File: config.mk
export PLATFORM = sky130hd
export DESIGN_NAME = gpio_port
export DESIGN_NICKNAME = d
export VERILOG_FILES = /design/src/gpio_pkg.sv /design/src/pin_sync.sv /design/src/ext_int_group.sv /design/src/gpio_port.sv
export SDC_FILE = /design/constraint.sdc
export NUM_CORES = 1
export LEC_CHECK = 0
export BUFFER_PORTS_ARGS = -buffer_cell sky130_fd_sc_hd__buf_4
export CAP_MARGIN = 20
export CORE_MARGIN = 10
export CORE_UTILIZATION = 63
export CTS_CLUSTER_SIZE = 40
export DETAILED_ROUTE_END_ITERATION = 10
export PLACE_DENSITY = 0.85
export SLEW_MARGIN = 30
export SYNTH_ARGS = -nofsm -noshare
export SYNTH_HDL_FRONTEND = slang
export SYNTH_SLANG_ARGS = --single-unit
File: constraint.sdc
create_clock -name clock -period 4.37 [get_ports clock]
set_clock_uncertainty 0.05 [all_clocks]
set_input_delay 0.437 -clock clock [delete_from_list [all_inputs] [get_ports clock]]
set_output_delay 0.437 -clock clock [all_outputs]
set_load 0.01 [all_outputs]
File: src/gpio_pkg.sv
// Package: register offsets, field positions, reset values and sensitivity codes
package gpio_pkg;
   localparam int unsigned data_w = 8;
   localparam int unsigned addr_w = 3;
   // Register offsets
   localparam logic [2:0] off_data_latch = 3'h0;
   localparam logic [2:0] off_direction = 3'h1;
   localparam logic [2:0] off_option = 3'h2;
   localparam logic [2:0] off_sens_config = 3'h3;
   localparam logic [2:0] off_int_group = 3'h4;
   localparam logic [2:0] off_pending = 3'h5;
   // Sensitivity configuration field positions
   localparam int unsigned pos_invert_a = 0;
   localparam int unsigned pos_sens_g0 = 1;
   localparam int unsigned pos_sens_g1 = 3;
   localparam int unsigned pos_invert_b = 5;
   localparam int unsigned pos_sens_g2 = 6;
   // Reset values
   localparam logic [7:0] rst_data_latch = 8'h00;
   localparam logic [7:0] rst_direction = 8'h00;
   localparam logic [7:0] rst_option = 8'h00;
   localparam logic [7:0] rst_sens_config = 8'h00;
   localparam logic [7:0] rst_int_group = 8'h00;
   // Sensitivity codes
   localparam logic [1:0] sens_fall_low = 2'h0;
   localparam logic [1:0] sens_rise = 2'h1;
   localparam logic [1:0] sens_fall = 2'h2;
   localparam logic [1:0] sens_both = 2'h3;
   localparam int unsigned num_groups = 3;
endpackage

File: src/pin_sync.sv
// Two-stage synchroniser for the pin inputs
module pin_sync #(
   parameter int unsigned width = 8
) (
   // Clock and reset
   input wire logic clock,
   input wire logic sys_rst,
   // Data
   input wire logic [width-1:0] async_in,
   output logic [width-1:0] sync_out
);
   logic [width-1:0] meta_q;

   // First stage feeds only the second stage
   always_ff @(posedge clock or posedge sys_rst) begin
      if (sys_rst) begin
         meta_q <= '0;
         sync_out <= '0;
      end else begin
         meta_q <= async_in;
         sync_out <= meta_q;
      end
   end
endmodule

File: src/ext_int_group.sv
// One external interrupt group: qualify pins, OR them, hold the request latch
module ext_int_group #(
   parameter int unsigned width = 8
) (
   // Clock and reset
   input wire logic clock,
   input wire logic sys_rst,
   // Pin state
   input wire logic [width-1:0] pin_now,
   input wire logic [width-1:0] pin_prev,
   input wire logic [width-1:0] src_enable,
   // Configuration
   input wire logic [1:0] sens,
   input wire logic invert,
   input wire logic sens_written,
   // CPU side
   input wire logic vector_fetch,
   output logic request_q
);
   logic [width-1:0] lvl_now;
   logic [width-1:0] lvl_prev;
   logic [width-1:0] hit;
   logic any_hit;

   // Inversion swaps polarity so one detector serves both
   assign lvl_now = invert ? ~pin_now : pin_now;
   assign lvl_prev = invert ? ~pin_prev : pin_prev;

   // Qualify each pin by the sensitivity code
   genvar i;
   for (i = 0; i < width; i++) begin : g_pin
      logic rise;
      logic fall;
      assign rise = lvl_now[i] & ~lvl_prev[i];
      assign fall = ~lvl_now[i] & lvl_prev[i];
      assign hit[i] = src_enable[i] & (
         (sens == gpio_pkg::sens_fall_low) ? ~lvl_now[i] :
         (sens == gpio_pkg::sens_rise) ? rise :
         (sens == gpio_pkg::sens_fall) ? fall : (rise | fall));
   end

   assign any_hit = |hit;

   // Request latch: new event wins over fetch and configuration clear
   always_ff @(posedge clock or posedge sys_rst) begin
      if (sys_rst) begin
         request_q <= 1'b0;
      end else if (any_hit) begin
         request_q <= 1'b1;
      end else if (vector_fetch || sens_written) begin
         request_q <= 1'b0;
      end
   end

   chk_fetch_clears: assert property (@(posedge clock) disable iff (sys_rst)
      (vector_fetch && !any_hit) |=> !request_q)
      else $error("request latch not cleared by vector fetch");
   chk_config_clears: assert property (@(posedge clock) disable iff (sys_rst)
      (sens_written && !any_hit) |=> !request_q)
      else $error("request latch not cleared by sensitivity write");
   chk_event_sets: assert property (@(posedge clock) disable iff (sys_rst)
      any_hit |=> request_q)
      else $error("qualified event did not set the request latch");
endmodule

File: src/gpio_port.sv
// Eight-pin general purpose port with grouped external interrupt requests
//
// The implementer's own choices: the placing of the registers and the plain strobed port.
module gpio_port #(
   parameter int unsigned width = 8
) (
   // Clock and reset
   input wire logic clock,
   input wire logic sys_rst,
   // Register port
   input wire logic [2:0] reg_addr,
   input wire logic [7:0] reg_wdata,
   input wire logic reg_write,
   input wire logic reg_read,
   output logic [7:0] reg_rdata,
   // Pins
   input wire logic [width-1:0] pin_in,
   output logic [width-1:0] pin_out,
   output logic [width-1:0] pin_oe_n,
   output logic [width-1:0] pin_pullup,
   // CPU interrupt side
   input wire logic [2:0] vector_fetch,
   output logic [2:0] ext_int_req
);
   logic [width-1:0] port_data_latch_q;
   logic [width-1:0] pin_direction_q;
   logic [width-1:0] pin_option_q;
   logic [7:0] ext_int_sensitivity_config_q;
   logic [7:0] int_group_map_q;
   logic [width-1:0] pin_sync_now;
   logic [width-1:0] pin_prev_q;
   logic [width-1:0] pin_out_d;
   logic [width-1:0] pin_oe_n_d;
   logic [width-1:0] pin_pullup_d;
   logic [width-1:0] int_input;
   logic [width-1:0] read_port;
   logic [7:0] rdata_d;
   logic [2:0] req_w;
   logic sel_data;
   logic sel_dir;
   logic sel_opt;
   logic sel_sens;
   logic sel_map;
   logic sens_written;
   logic [7:0] g1_mask;
   logic [7:0] g2_mask;

   // Address decode
   assign sel_data = reg_addr == gpio_pkg::off_data_latch;
   assign sel_dir = reg_addr == gpio_pkg::off_direction;
   assign sel_opt = reg_addr == gpio_pkg::off_option;
   assign sel_sens = reg_addr == gpio_pkg::off_sens_config;
   assign sel_map = reg_addr == gpio_pkg::off_int_group;
   assign sens_written = reg_write & sel_sens;

   // Register writes; reset puts every pin in floating input
   always_ff @(posedge clock or posedge sys_rst) begin
      if (sys_rst) begin
         port_data_latch_q <= gpio_pkg::rst_data_latch;
         pin_direction_q <= gpio_pkg::rst_direction;
         pin_option_q <= gpio_pkg::rst_option;
         ext_int_sensitivity_config_q <= gpio_pkg::rst_sens_config;
         int_group_map_q <= gpio_pkg::rst_int_group;
      end else if (reg_write) begin
         if (sel_data) port_data_latch_q <= reg_wdata[width-1:0];
         if (sel_dir) pin_direction_q <= reg_wdata[width-1:0];
         if (sel_opt) pin_option_q <= reg_wdata[width-1:0];
         if (sel_sens) ext_int_sensitivity_config_q <= reg_wdata;
         if (sel_map) int_group_map_q <= reg_wdata;
      end
   end

   // Pin synchroniser
   pin_sync #(.width(width)) u_sync (
      .clock(clock),
      .sys_rst(sys_rst),
      .async_in(pin_in),
      .sync_out(pin_sync_now)
   );

   // Previous synchronised level for edge detection
   always_ff @(posedge clock or posedge sys_rst) begin
      if (sys_rst) begin
         pin_prev_q <= '0;
      end else begin
         pin_prev_q <= pin_sync_now;
      end
   end

   // Per-pin mode decode from direction/option pair; each pin set on its own
   genvar i;
   for (i = 0; i < width; i++) begin : g_pin
      assign int_input[i] = ~pin_direction_q[i] & pin_option_q[i];
      assign pin_pullup_d[i] = ~pin_direction_q[i] & pin_option_q[i];
      // Open drain floats a one; push-pull drives both
      assign pin_oe_n_d[i] = ~pin_direction_q[i] |
         (~pin_option_q[i] & port_data_latch_q[i]);
      assign pin_out_d[i] = port_data_latch_q[i];
      assign read_port[i] = pin_direction_q[i] ? port_data_latch_q[i]
                                               : pin_sync_now[i];
   end

   // Read mux; unmapped offsets read zero
   assign rdata_d = !reg_read ? 8'h00 :
      sel_data ? 8'(read_port) :
      sel_dir ? 8'(pin_direction_q) :
      sel_opt ? 8'(pin_option_q) :
      sel_sens ? ext_int_sensitivity_config_q :
      sel_map ? int_group_map_q :
      (reg_addr == gpio_pkg::off_pending) ? {5'h00, ext_int_req} : 8'h00;

   // Group membership: map bit set puts pins 0-3 in group 1 and pins 4-7 in group 2; clear bit keeps group 0
   assign g1_mask = int_group_map_q & 8'h0f;
   assign g2_mask = int_group_map_q & 8'hf0;

   // One request latch per vector, each on its own pin set
   ext_int_group #(.width(width)) u_grp0 (
      .clock(clock),
      .sys_rst(sys_rst),
      .pin_now(pin_sync_now),
      .pin_prev(pin_prev_q),
      .src_enable(int_input & ~int_group_map_q[width-1:0]),
      .sens(ext_int_sensitivity_config_q[gpio_pkg::pos_sens_g0 +: 2]),
      .invert(ext_int_sensitivity_config_q[gpio_pkg::pos_invert_a]),
      .sens_written(sens_written),
      .vector_fetch(vector_fetch[0]),
      .request_q(req_w[0])
   );
   ext_int_group #(.width(width)) u_grp1 (
      .clock(clock),
      .sys_rst(sys_rst),
      .pin_now(pin_sync_now),
      .pin_prev(pin_prev_q),
      .src_enable(int_input & g1_mask[width-1:0]),
      .sens(ext_int_sensitivity_config_q[gpio_pkg::pos_sens_g1 +: 2]),
      .invert(1'b0),
      .sens_written(sens_written),
      .vector_fetch(vector_fetch[1]),
      .request_q(req_w[1])
   );
   ext_int_group #(.width(width)) u_grp2 (
      .clock(clock),
      .sys_rst(sys_rst),
      .pin_now(pin_sync_now),
      .pin_prev(pin_prev_q),
      .src_enable(int_input & g2_mask[width-1:0]),
      .sens(ext_int_sensitivity_config_q[gpio_pkg::pos_sens_g2 +: 2]),
      .invert(ext_int_sensitivity_config_q[gpio_pkg::pos_invert_b]),
      .sens_written(sens_written),
      .vector_fetch(vector_fetch[2]),
      .request_q(req_w[2])
   );

   // Registered outputs
   always_ff @(posedge clock or posedge sys_rst) begin
      if (sys_rst) begin
         reg_rdata <= 8'h00;
         pin_out <= '0;
         pin_oe_n <= '1;
         pin_pullup <= '0;
         ext_int_req <= 3'h0;
      end else begin
         reg_rdata <= rdata_d;
         pin_out <= pin_out_d;
         pin_oe_n <= pin_oe_n_d;
         pin_pullup <= pin_pullup_d;
         ext_int_req <= req_w;
      end
   end

   chk_input_no_drive: assert property (@(posedge clock) disable iff (sys_rst)
      !pin_direction_q[0] |=> pin_oe_n[0])
      else $error("input pin is being driven");
   chk_pushpull_drive: assert property (@(posedge clock) disable iff (sys_rst)
      (pin_direction_q[0] && pin_option_q[0]) |=> (!pin_oe_n[0] && pin_out[0] == $past(port_data_latch_q[0])))
      else $error("push-pull pin not driving latch");
   chk_opendrain_one: assert property (@(posedge clock) disable iff (sys_rst)
      (pin_direction_q[0] && !pin_option_q[0] && port_data_latch_q[0]) |=> pin_oe_n[0])
      else $error("open-drain one not floating");
   chk_read_input: assert property (@(posedge clock) disable iff (sys_rst)
      (reg_read && sel_data && !pin_direction_q[1]) |=> reg_rdata[1] == $past(pin_sync_now[1]))
      else $error("input read does not return pin level");
   chk_read_output: assert property (@(posedge clock) disable iff (sys_rst)
      (reg_read && sel_data && pin_direction_q[1]) |=> reg_rdata[1] == $past(port_data_latch_q[1]))
      else $error("output read does not return latch");
   chk_write_latch: assert property (@(posedge clock) disable iff (sys_rst)
      (reg_write && sel_data && !pin_direction_q[2]) |=> ##1 (pin_oe_n[2] && port_data_latch_q[2] == $past(reg_wdata[2], 2)))
      else $error("write to input pin misbehaved");
   chk_pullup_mode: assert property (@(posedge clock) disable iff (sys_rst)
      int_input[3] |=> pin_pullup[3])
      else $error("pull-up not enabled in option input");
   chk_req_follows: assert property (@(posedge clock) disable iff (sys_rst)
      ##1 ext_int_req == $past(req_w))
      else $error("request output lags latch");
endmodule

==> impl_metrics.toml, run 1 <==
[yosys]
synth-main-ff-cell = "sky130_fd_sc_hd__dfrtp_1"
synth_async_sr_flop_share_pct = 100
post_syn_instances = 474
synth_area_per_inst_sq_um = 10.6
post-synth-top-area-cell = "sky130_fd_sc_hd__dfrtp_1"
number_of_flops_mapped_to_enable_cells_by_yosys = 0
synth_top_cell_area_share_pct = 46.7
synth.most_common_cell = "sky130_fd_sc_hd__dfrtp_1"
syn-cell-area_sq_um = 5040
yosys_warnings = 0
post_synth_most_frequent_cells = "sky130_fd_sc_hd__dfrtp_1, sky130_fd_sc_hd__inv_1, sky130_fd_sc_hd__o21ai_0"
synth_fp_nets = 532
synth.yosys.seq_area_share_pct = 50.8
ys_types = 49
ys_top_cells_by_area = "sky130_fd_sc_hd__dfrtp_1, sky130_fd_sc_hd__ha_1, sky130_fd_sc_hd__mux2_2"
postSynthRegisterBits = 102

[clocking]
holdBufCountCts = 0
clk_pin_slew_worst_paths_ns = 0.10
number_of_buffers_on_the_longest_clock_path = 2
cts_tree = "built"
cts_made_buffers = 9
cts_setup_buffers = 0
cts.htree.levels = 3
cts_resized = 0
clock_insertion_delay_worst_skew_ns = 0.38
clock_tree.root_cell = "sky130_fd_sc_hd__clkbuf_8"
cts.sinks = 102

[sta]
setup_violations = 0
final.period_utilization_pct = 57.5
slew-limit-headroom_pct = 41.2
fin_crit_ns = 2.51
slew_viol_final = 0
slew_worst_pin_ns = 0.881
grt_setup_unrepaired = "false"
max_freq_mhz = 398
fin_setup_tns_ns = 0
timing_hold_violations_final = 0
fin_worst_hold_slack_ns = 0.0895

[setup_path]
startpoint_type = "flip-flop"
critPathArrivalTime_ns = 2.72
worstSetupEndpointType = "flip-flop"
crit_path_cell_trace = "xor2_1 -> inv_1 -> ha_1 -> nand2_1 -> o21ai_0 -> a22o_1 -> o211ai_1 -> or4_1"
timing.critical_path.required_ns = 4.58
path_buf_inv = 1
timing.critical_path.slowest_stage_cell = "sky130_fd_sc_hd__dfrtp_2"
critical_path.max_stage_delay_ns = 0.76
cp_top_family = "flip-flops"
timing.setup.critical_path_class = "reg -> reg"
critical_path.max_fanout = 18

[floorplan]
ioPinCount = 61
chipHeight_um = 109
floorplan.die_area_sq_um = 12000
die_width_um = 109
floorplan.initialDensity_pct = 64.9
core_region_area_sq_um = 7770
fp-row-count = 32

[place]
placement.cell_area_sq_um = 5540
dp_cells = 616
dp_hpwl_um = 8030
routabilityCongestion = 0.890
placement.io_buffers = 60

[global_route]
grt.total_usage_pct = 19.6
grt_antenna_before_repair = 0
global_route.overflow_total = 0
grt_start_max_net_pins = 74
number_of_global_route_vias_before_repair = 3698
wire_length_of_the_first_global_routing_pass_um = 18200

[detailed_routing]
via_count = 3686
drt-total-wl_um = 11100
drt_pre_antenna_iters = 5
postRouteAntennaNets = 0
drt-wirelength-per-cell_um = 17.6
drt-initial-drc-count = 212
drt_drc_violations_left = 0
detail_route.vias_per_cell = 5.83

[power]
power_density_over_cell_area_nw_per_um2 = 458
max-vdd-ir-drop_uv = 202
leakagePower_nw = 2.76

[final_layout]
flow.area_growth_from_synthesis_pct = 13.6
finalCoreUtilization_pct = 73.7
design_area_sq_um = 5720
number_of_non_filler_instances_in_the_completed_layout = 632
diodes = 0
design.final.nets = 583
drive_gt1_share_pct = 24.0
filler_cell_count = 573

[min_path]
worst_hold_path_type = "in -> async"

[outcome]
status = "finished clean"

[flow_run]
cap_viol_max_count = 0
[cell usage in the layout, fill, tap and decap left out, types with 2 or more instances in the layout]
cell                         count
sky130_fd_sc_hd__a211oi_1        8
sky130_fd_sc_hd__clkbuf_8        9
sky130_fd_sc_hd__nand3_1         2
sky130_fd_sc_hd__inv_8           2
sky130_fd_sc_hd__buf_4          62
sky130_fd_sc_hd__or3_1           2
sky130_fd_sc_hd__mux2_2         28
sky130_fd_sc_hd__nand2_1        42
sky130_fd_sc_hd__nand2b_1        2
sky130_fd_sc_hd__dfrtp_1        93
sky130_fd_sc_hd__o211ai_1        3
sky130_fd_sc_hd__and2_1          4
sky130_fd_sc_hd__ha_1           32
sky130_fd_sc_hd__a21oi_1        22
sky130_fd_sc_hd__a31oi_1         3
sky130_fd_sc_hd__a22oi_1         2
sky130_fd_sc_hd__nor2b_1         8
sky130_fd_sc_hd__o221ai_1        5
sky130_fd_sc_hd__clkinvlp_4      3
sky130_fd_sc_hd__mux2i_1        10
sky130_fd_sc_hd__xor2_2          6
sky130_fd_sc_hd__nor2_1         22
sky130_fd_sc_hd__nand4_1         2
sky130_fd_sc_hd__dfstp_2         8
sky130_fd_sc_hd__a2111oi_0       2
sky130_fd_sc_hd__o2111ai_1       7
sky130_fd_sc_hd__inv_2           2
sky130_fd_sc_hd__xor2_1         18
sky130_fd_sc_hd__o21ai_0        46
sky130_fd_sc_hd__inv_1          53
[final cells by class]
type	count	area, sq um	share of cell area [%]
Tap cell	102	128	2.23
Timing Repair Buffer	62	465	8.13
Clock inverter	7	58.8	1.03
Multi-Input combinational cell	294	2170	37.9
Inverter	56	215	3.76
Sequential cell	102	2560	44.8
Clock buffer	9	124	2.16
[registers in the layout (all words and copies together) (netlist names)]
name and count:
ext_int_req 3, ext_int_sensitivity_config_q 8, int_group_map_q 8, pin_direction_q 8, pin_oe_n 8, pin_option_q 8
pin_out 8, pin_out_d 8, pin_prev_q 8, pin_pullup 8, reg_rdata 8, u_grp0.request_q 1
u_grp1.request_q 1, u_grp2.request_q 1, u_sync.meta_q 8, u_sync.sync_out 8
[report_power, final]
group | internal [mW] | switching [mW] | total (mW) | leakage, nW
clock network | 0.215 | 0.355 | 0.570 | 0.0853
registers | 1.13 | 0.206 | 1.33 | 1.23
logic | 0.347 | 0.372 | 0.719 | 1.45
total | 1.69 | 0.932 | 2.62 | 2.76
[per-layer routing]
| layer | share of wire, % | routed length, um | vias to the layer above | track usage [%] |
|---|---|---|---|---|
| met5 | 0 | 0 | - | 0 |
| met4 | 2.0 | 223 | 0 | 7.25 |
| met3 | 8.1 | 902 | 20 | 5.03 |
| met2 | 49 | 5450 | 138 | 31.8 |
| met1 | 41 | 4570 | 1815 | 24.7 |
| li1 | - | - | 1713 | - |
[final timing paths]
| check | startpoint | endpoint | slack, ns | cells after the start |
|---|---|---|---|---|
| hold / removal | sys_rst | pin_option_q[1]$_DFFE_PP0P_ | 0.09 | 2 |
| setup reg to reg | ext_int_sensitivity_config_q[0]$_DFFE_PP0P_ | u_grp0.request_q$_DFFE_PP0P_ | 1.86 | 8 |
| max in group asynchronous | sys_rst | pin_oe_n[4]$_DFF_PP1_ | 3.31 | 3 |
| hold reg to reg | u_sync.meta_q[0]$_DFF_PP0_ | u_sync.sync_out[0]$_DFF_PP0_ | 0.31 | 0 |
| setup / recovery | ext_int_sensitivity_config_q[0]$_DFFE_PP0P_ | u_grp0.request_q$_DFFE_PP0P_ | 1.86 | 8 |
| min in group clock | pin_in[1] | u_sync.meta_q[1]$_DFF_PP0_ | 0.11 | 1 |
[worst reg2reg max path, cell delays in order, from the launching register on]
cell and delay (ns):
sky130_fd_sc_hd__dfrtp_2 0.76, sky130_fd_sc_hd__xor2_1 0.30, sky130_fd_sc_hd__inv_1 0.07, sky130_fd_sc_hd__ha_1 0.28, sky130_fd_sc_hd__nand2_1 0.05, sky130_fd_sc_hd__o21ai_0 0.14, sky130_fd_sc_hd__a22o_1 0.18, sky130_fd_sc_hd__o211ai_1 0.07
sky130_fd_sc_hd__or4_1 0.50
[logic make-up (layout without fill, tap and decap cells)]
family	Yosys count	in the layout	synth area share, %
adder cells (fa/ha/maj)	32	32	7.94
AND/OR/NAND/NOR	94	94	8.79
multiplexers	38	38	8.24
flip-flops	102	102	50.8
AO/OA/AOI/OAI	106	106	12.8
XOR/XNOR	24	24	5.06
buffers and inverters	78	134	6.28
[metrics by stage]
step | total power, mW | setup slack (ns)
global placement | 2.01 | 1.67
floorplan | 1.78 | 1.22
CTS | 2.63 | 1.84
finish | 2.62 | 1.86
detailed placement | 2.06 | 1.88
global route | 2.79 | 1.66
No activity file was read; power rests on OpenSTA's default activity.
==> run 2: changes to the inputs <==
--- a/config.mk
+++ b/config.mk
@@ -8,10 +8,10 @@
 export BUFFER_PORTS_ARGS = -buffer_cell sky130_fd_sc_hd__buf_4
 export CAP_MARGIN = 20
 export CORE_MARGIN = 10
-export CORE_UTILIZATION = 63
+export CORE_UTILIZATION = 58
 export CTS_CLUSTER_SIZE = 40
 export DETAILED_ROUTE_END_ITERATION = 10
-export PLACE_DENSITY = 0.85
+export PLACE_DENSITY = 0.8
 export SLEW_MARGIN = 30
 export SYNTH_ARGS = -nofsm -noshare
 export SYNTH_HDL_FRONTEND = slang
==> constraint.sdc (replaced) <==
create_clock -name clock -period 2.4 [get_ports clock]
set_clock_uncertainty 0.05 [all_clocks]
set_input_delay 0.24 -clock clock [delete_from_list [all_inputs] [get_ports clock]]
set_output_delay 0.24 -clock clock [all_outputs]
set_load 0.01 [all_outputs]
==> run 2 against run 1 <==
Against the previous run: non-clock buffer count increased by 17; power up 85%; flip-flop and latch count stayed put; sequential power up 79%; critical path depth did not move; setup slack lost 1.7 ns; maximum frequency up 12%; combinational power up 96%; hold slack got worse by 0.020 ns; die area is 7.0% higher; cell count is 3.2% higher; first-iteration DRC count up 11%; highest routed layer unchanged.
==> impl_metrics.toml, run 2 (synthesis results as in run 1) <==
[setup_path]
timing.critical_path.required_ns = 2.59
timing.setup.critical_path_class = "reg -> reg"
critical_path.max_fanout = 18
startpoint_type = "flip-flop"
critPathArrivalTime_ns = 2.44
r2r_start = "ext_int_sensitivity_config_q[0]$_DFFE_PP0P_"
worstSetupEndpointType = "flip-flop"
critical_path.startpoint = "ext_int_sensitivity_config_q[0]$_DFFE_PP0P_"
rr_worst_depth = 8

[clocking]
clock_insertion_delay_worst_skew_ns = 0.37
number_of_buffers_on_the_longest_clock_path = 2
cts.htree.levels = 3
clk_pin_slew_worst_paths_ns = 0.10
cts_tree = "built"
cts_made_buffers = 9
clock_tree.root_cell = "sky130_fd_sc_hd__clkbuf_8"
cts.sinks = 102

[sta]
finalWorstSetupSlack_ns = 0.152
slew_worst_pin_ns = 0.694
slew-limit-headroom_pct = 53.6
slew_viol_final = 0
timing_hold_violations_final = 0
grt_setup_unrepaired = "false"
max_freq_mhz = 445
fin_setup_tns_ns = 0
setup_violations = 0
fin_worst_hold_slack_ns = 0.0696
fin_crit_ns = 2.25
final.period_utilization_pct = 93.7

[detailed_routing]
via_count = 3629
drt-wirelength-per-cell_um = 16.9
drt_pre_antenna_iters = 5
drt-total-wl_um = 11000
postRouteAntennaNets = 0
drt-initial-drc-count = 235
detail_route.vias_per_cell = 5.57
drt_drc_violations_left = 0

[outcome]
status = "finished clean"

[power]
power_density_over_cell_area_nw_per_um2 = 818
leakagePower_nw = 2.85
max-vdd-ir-drop_uv = 367

[final_layout]
layout.cells.most_common = "sky130_fd_sc_hd__dfrtp_1"
mostFrequentLayoutCells = "sky130_fd_sc_hd__dfrtp_1, sky130_fd_sc_hd__buf_4, sky130_fd_sc_hd__inv_1, sky130_fd_sc_hd__o21ai_0, sky130_fd_sc_hd__nand2_1"
design_area_sq_um = 5920
drive_gt1_share_pct = 24.7
filler_cell_count = 607
design.final.nets = 600
flow.area_growth_from_synthesis_pct = 17.5
finalCoreUtilization_pct = 71.0
diodes = 0

[place]
placement.cell_area_sq_um = 5630
dp_hpwl_um = 8270
pre_cts_ws_ns = 0.175
routabilityCongestion = 0.889
placement.io_buffers = 60

[global_route]
grt.total_usage_pct = 17.4
global_route.overflow_total = 0
number_of_global_route_vias_before_repair = 3705
grt_start_max_net_pins = 38
grt_antenna_before_repair = 0
wire_length_of_the_first_global_routing_pass_um = 18200

[flow_run]
cap_viol_max_count = 0

[floorplan]
core_region_area_sq_um = 8340
fp-row-count = 33
floorplan.initialDensity_pct = 60.4
ioPinCount = 61
die_width_um = 113
floorplan.die_area_sq_um = 12800
chipHeight_um = 113

[min_path]
worst_hold_path_type = "in -> reg"
holdCritStartpoint = "reg_wdata[7]"
whs_path_depth = 3
## run 2: final timing paths
path | slack [ns] | to
worst max-delay path | 0.15 | u_grp0.request_q$_DFFE_PP0P_
worst min-delay path | 0.07 | pin_out_d[7]$_DFFE_PP0P_
worst max register to register | 0.15 | u_grp0.request_q$_DFFE_PP0P_
worst min register to register | 0.31 | u_sync.sync_out[3]$_DFF_PP0_
max in group asynchronous | 1.16 | pin_oe_n[5]$_DFF_PP1_
min in group asynchronous | 0.46 | pin_out_d[1]$_DFFE_PP0P_
## run 2: final cells by class
| cell class | count | area, sq um | share of cell area (%) |
|---|---|---|---|
| well taps | 105 | 131 | 2.22 |
| clock buffers | 10 | 138 | 2.32 |
| clock inverters | 6 | 53.8 | 0.909 |
| flip-flops and latches | 102 | 2560 | 43.3 |
| inverters | 56 | 214 | 3.61 |
| repair buffers | 79 | 653 | 11.0 |
| multi-input cells | 294 | 2170 | 36.6 |
## run 2: report_power, final
part,switching [mW],total [mW],leakage (nW),internal [mW]
clock network,0.636,1.06,0.0886,0.422
registers,0.319,2.38,1.23,2.06
logic,0.733,1.41,1.53,0.675
## run 2: stage by stage
step	power (mW)	std cells
2_1_floorplan	3.24	474
4_1_cts	4.86	652
6_report	4.84	652
3_3_place_gp	3.70	627
3_5_place_dp	3.80	627
5_1_grt	5.15	652
## run 2: repair_timing
| action | in CTS | in global routing |
|---|---|---|
| hold endpoints to repair | 33 | 0 |
| setup endpoints to repair | 0 | 1 |
| resized for setup | 0 | 1 |
| setup buffers | 0 | 0 |
| hold buffers | 9 | 0 |
## run 2: routing by layer
| metal | GRT usage [%] | routed length (um) | up-vias |
|---|---|---|---|
| met1 | 22.3 | 4810 | 1760 |
| met3 | 3.59 | 668 | 23 |
| met4 | 6.01 | 243 | 0 |
| met5 | 0 | 0 | - |
| met2 | 28.5 | 5300 | 105 |
| li1 | - | - | 1741 |
## run 2: critical path, stage by stage (launching register included)
cell,delay [ns]
sky130_fd_sc_hd__dfrtp_1,0.41
sky130_fd_sc_hd__buf_12,0.18
sky130_fd_sc_hd__xor2_2,0.20
sky130_fd_sc_hd__inv_1,0.06
sky130_fd_sc_hd__ha_1,0.28
sky130_fd_sc_hd__a21oi_1,0.08
sky130_fd_sc_hd__o2111ai_1,0.23
sky130_fd_sc_hd__nand4_1,0.11
sky130_fd_sc_hd__or4_1,0.52
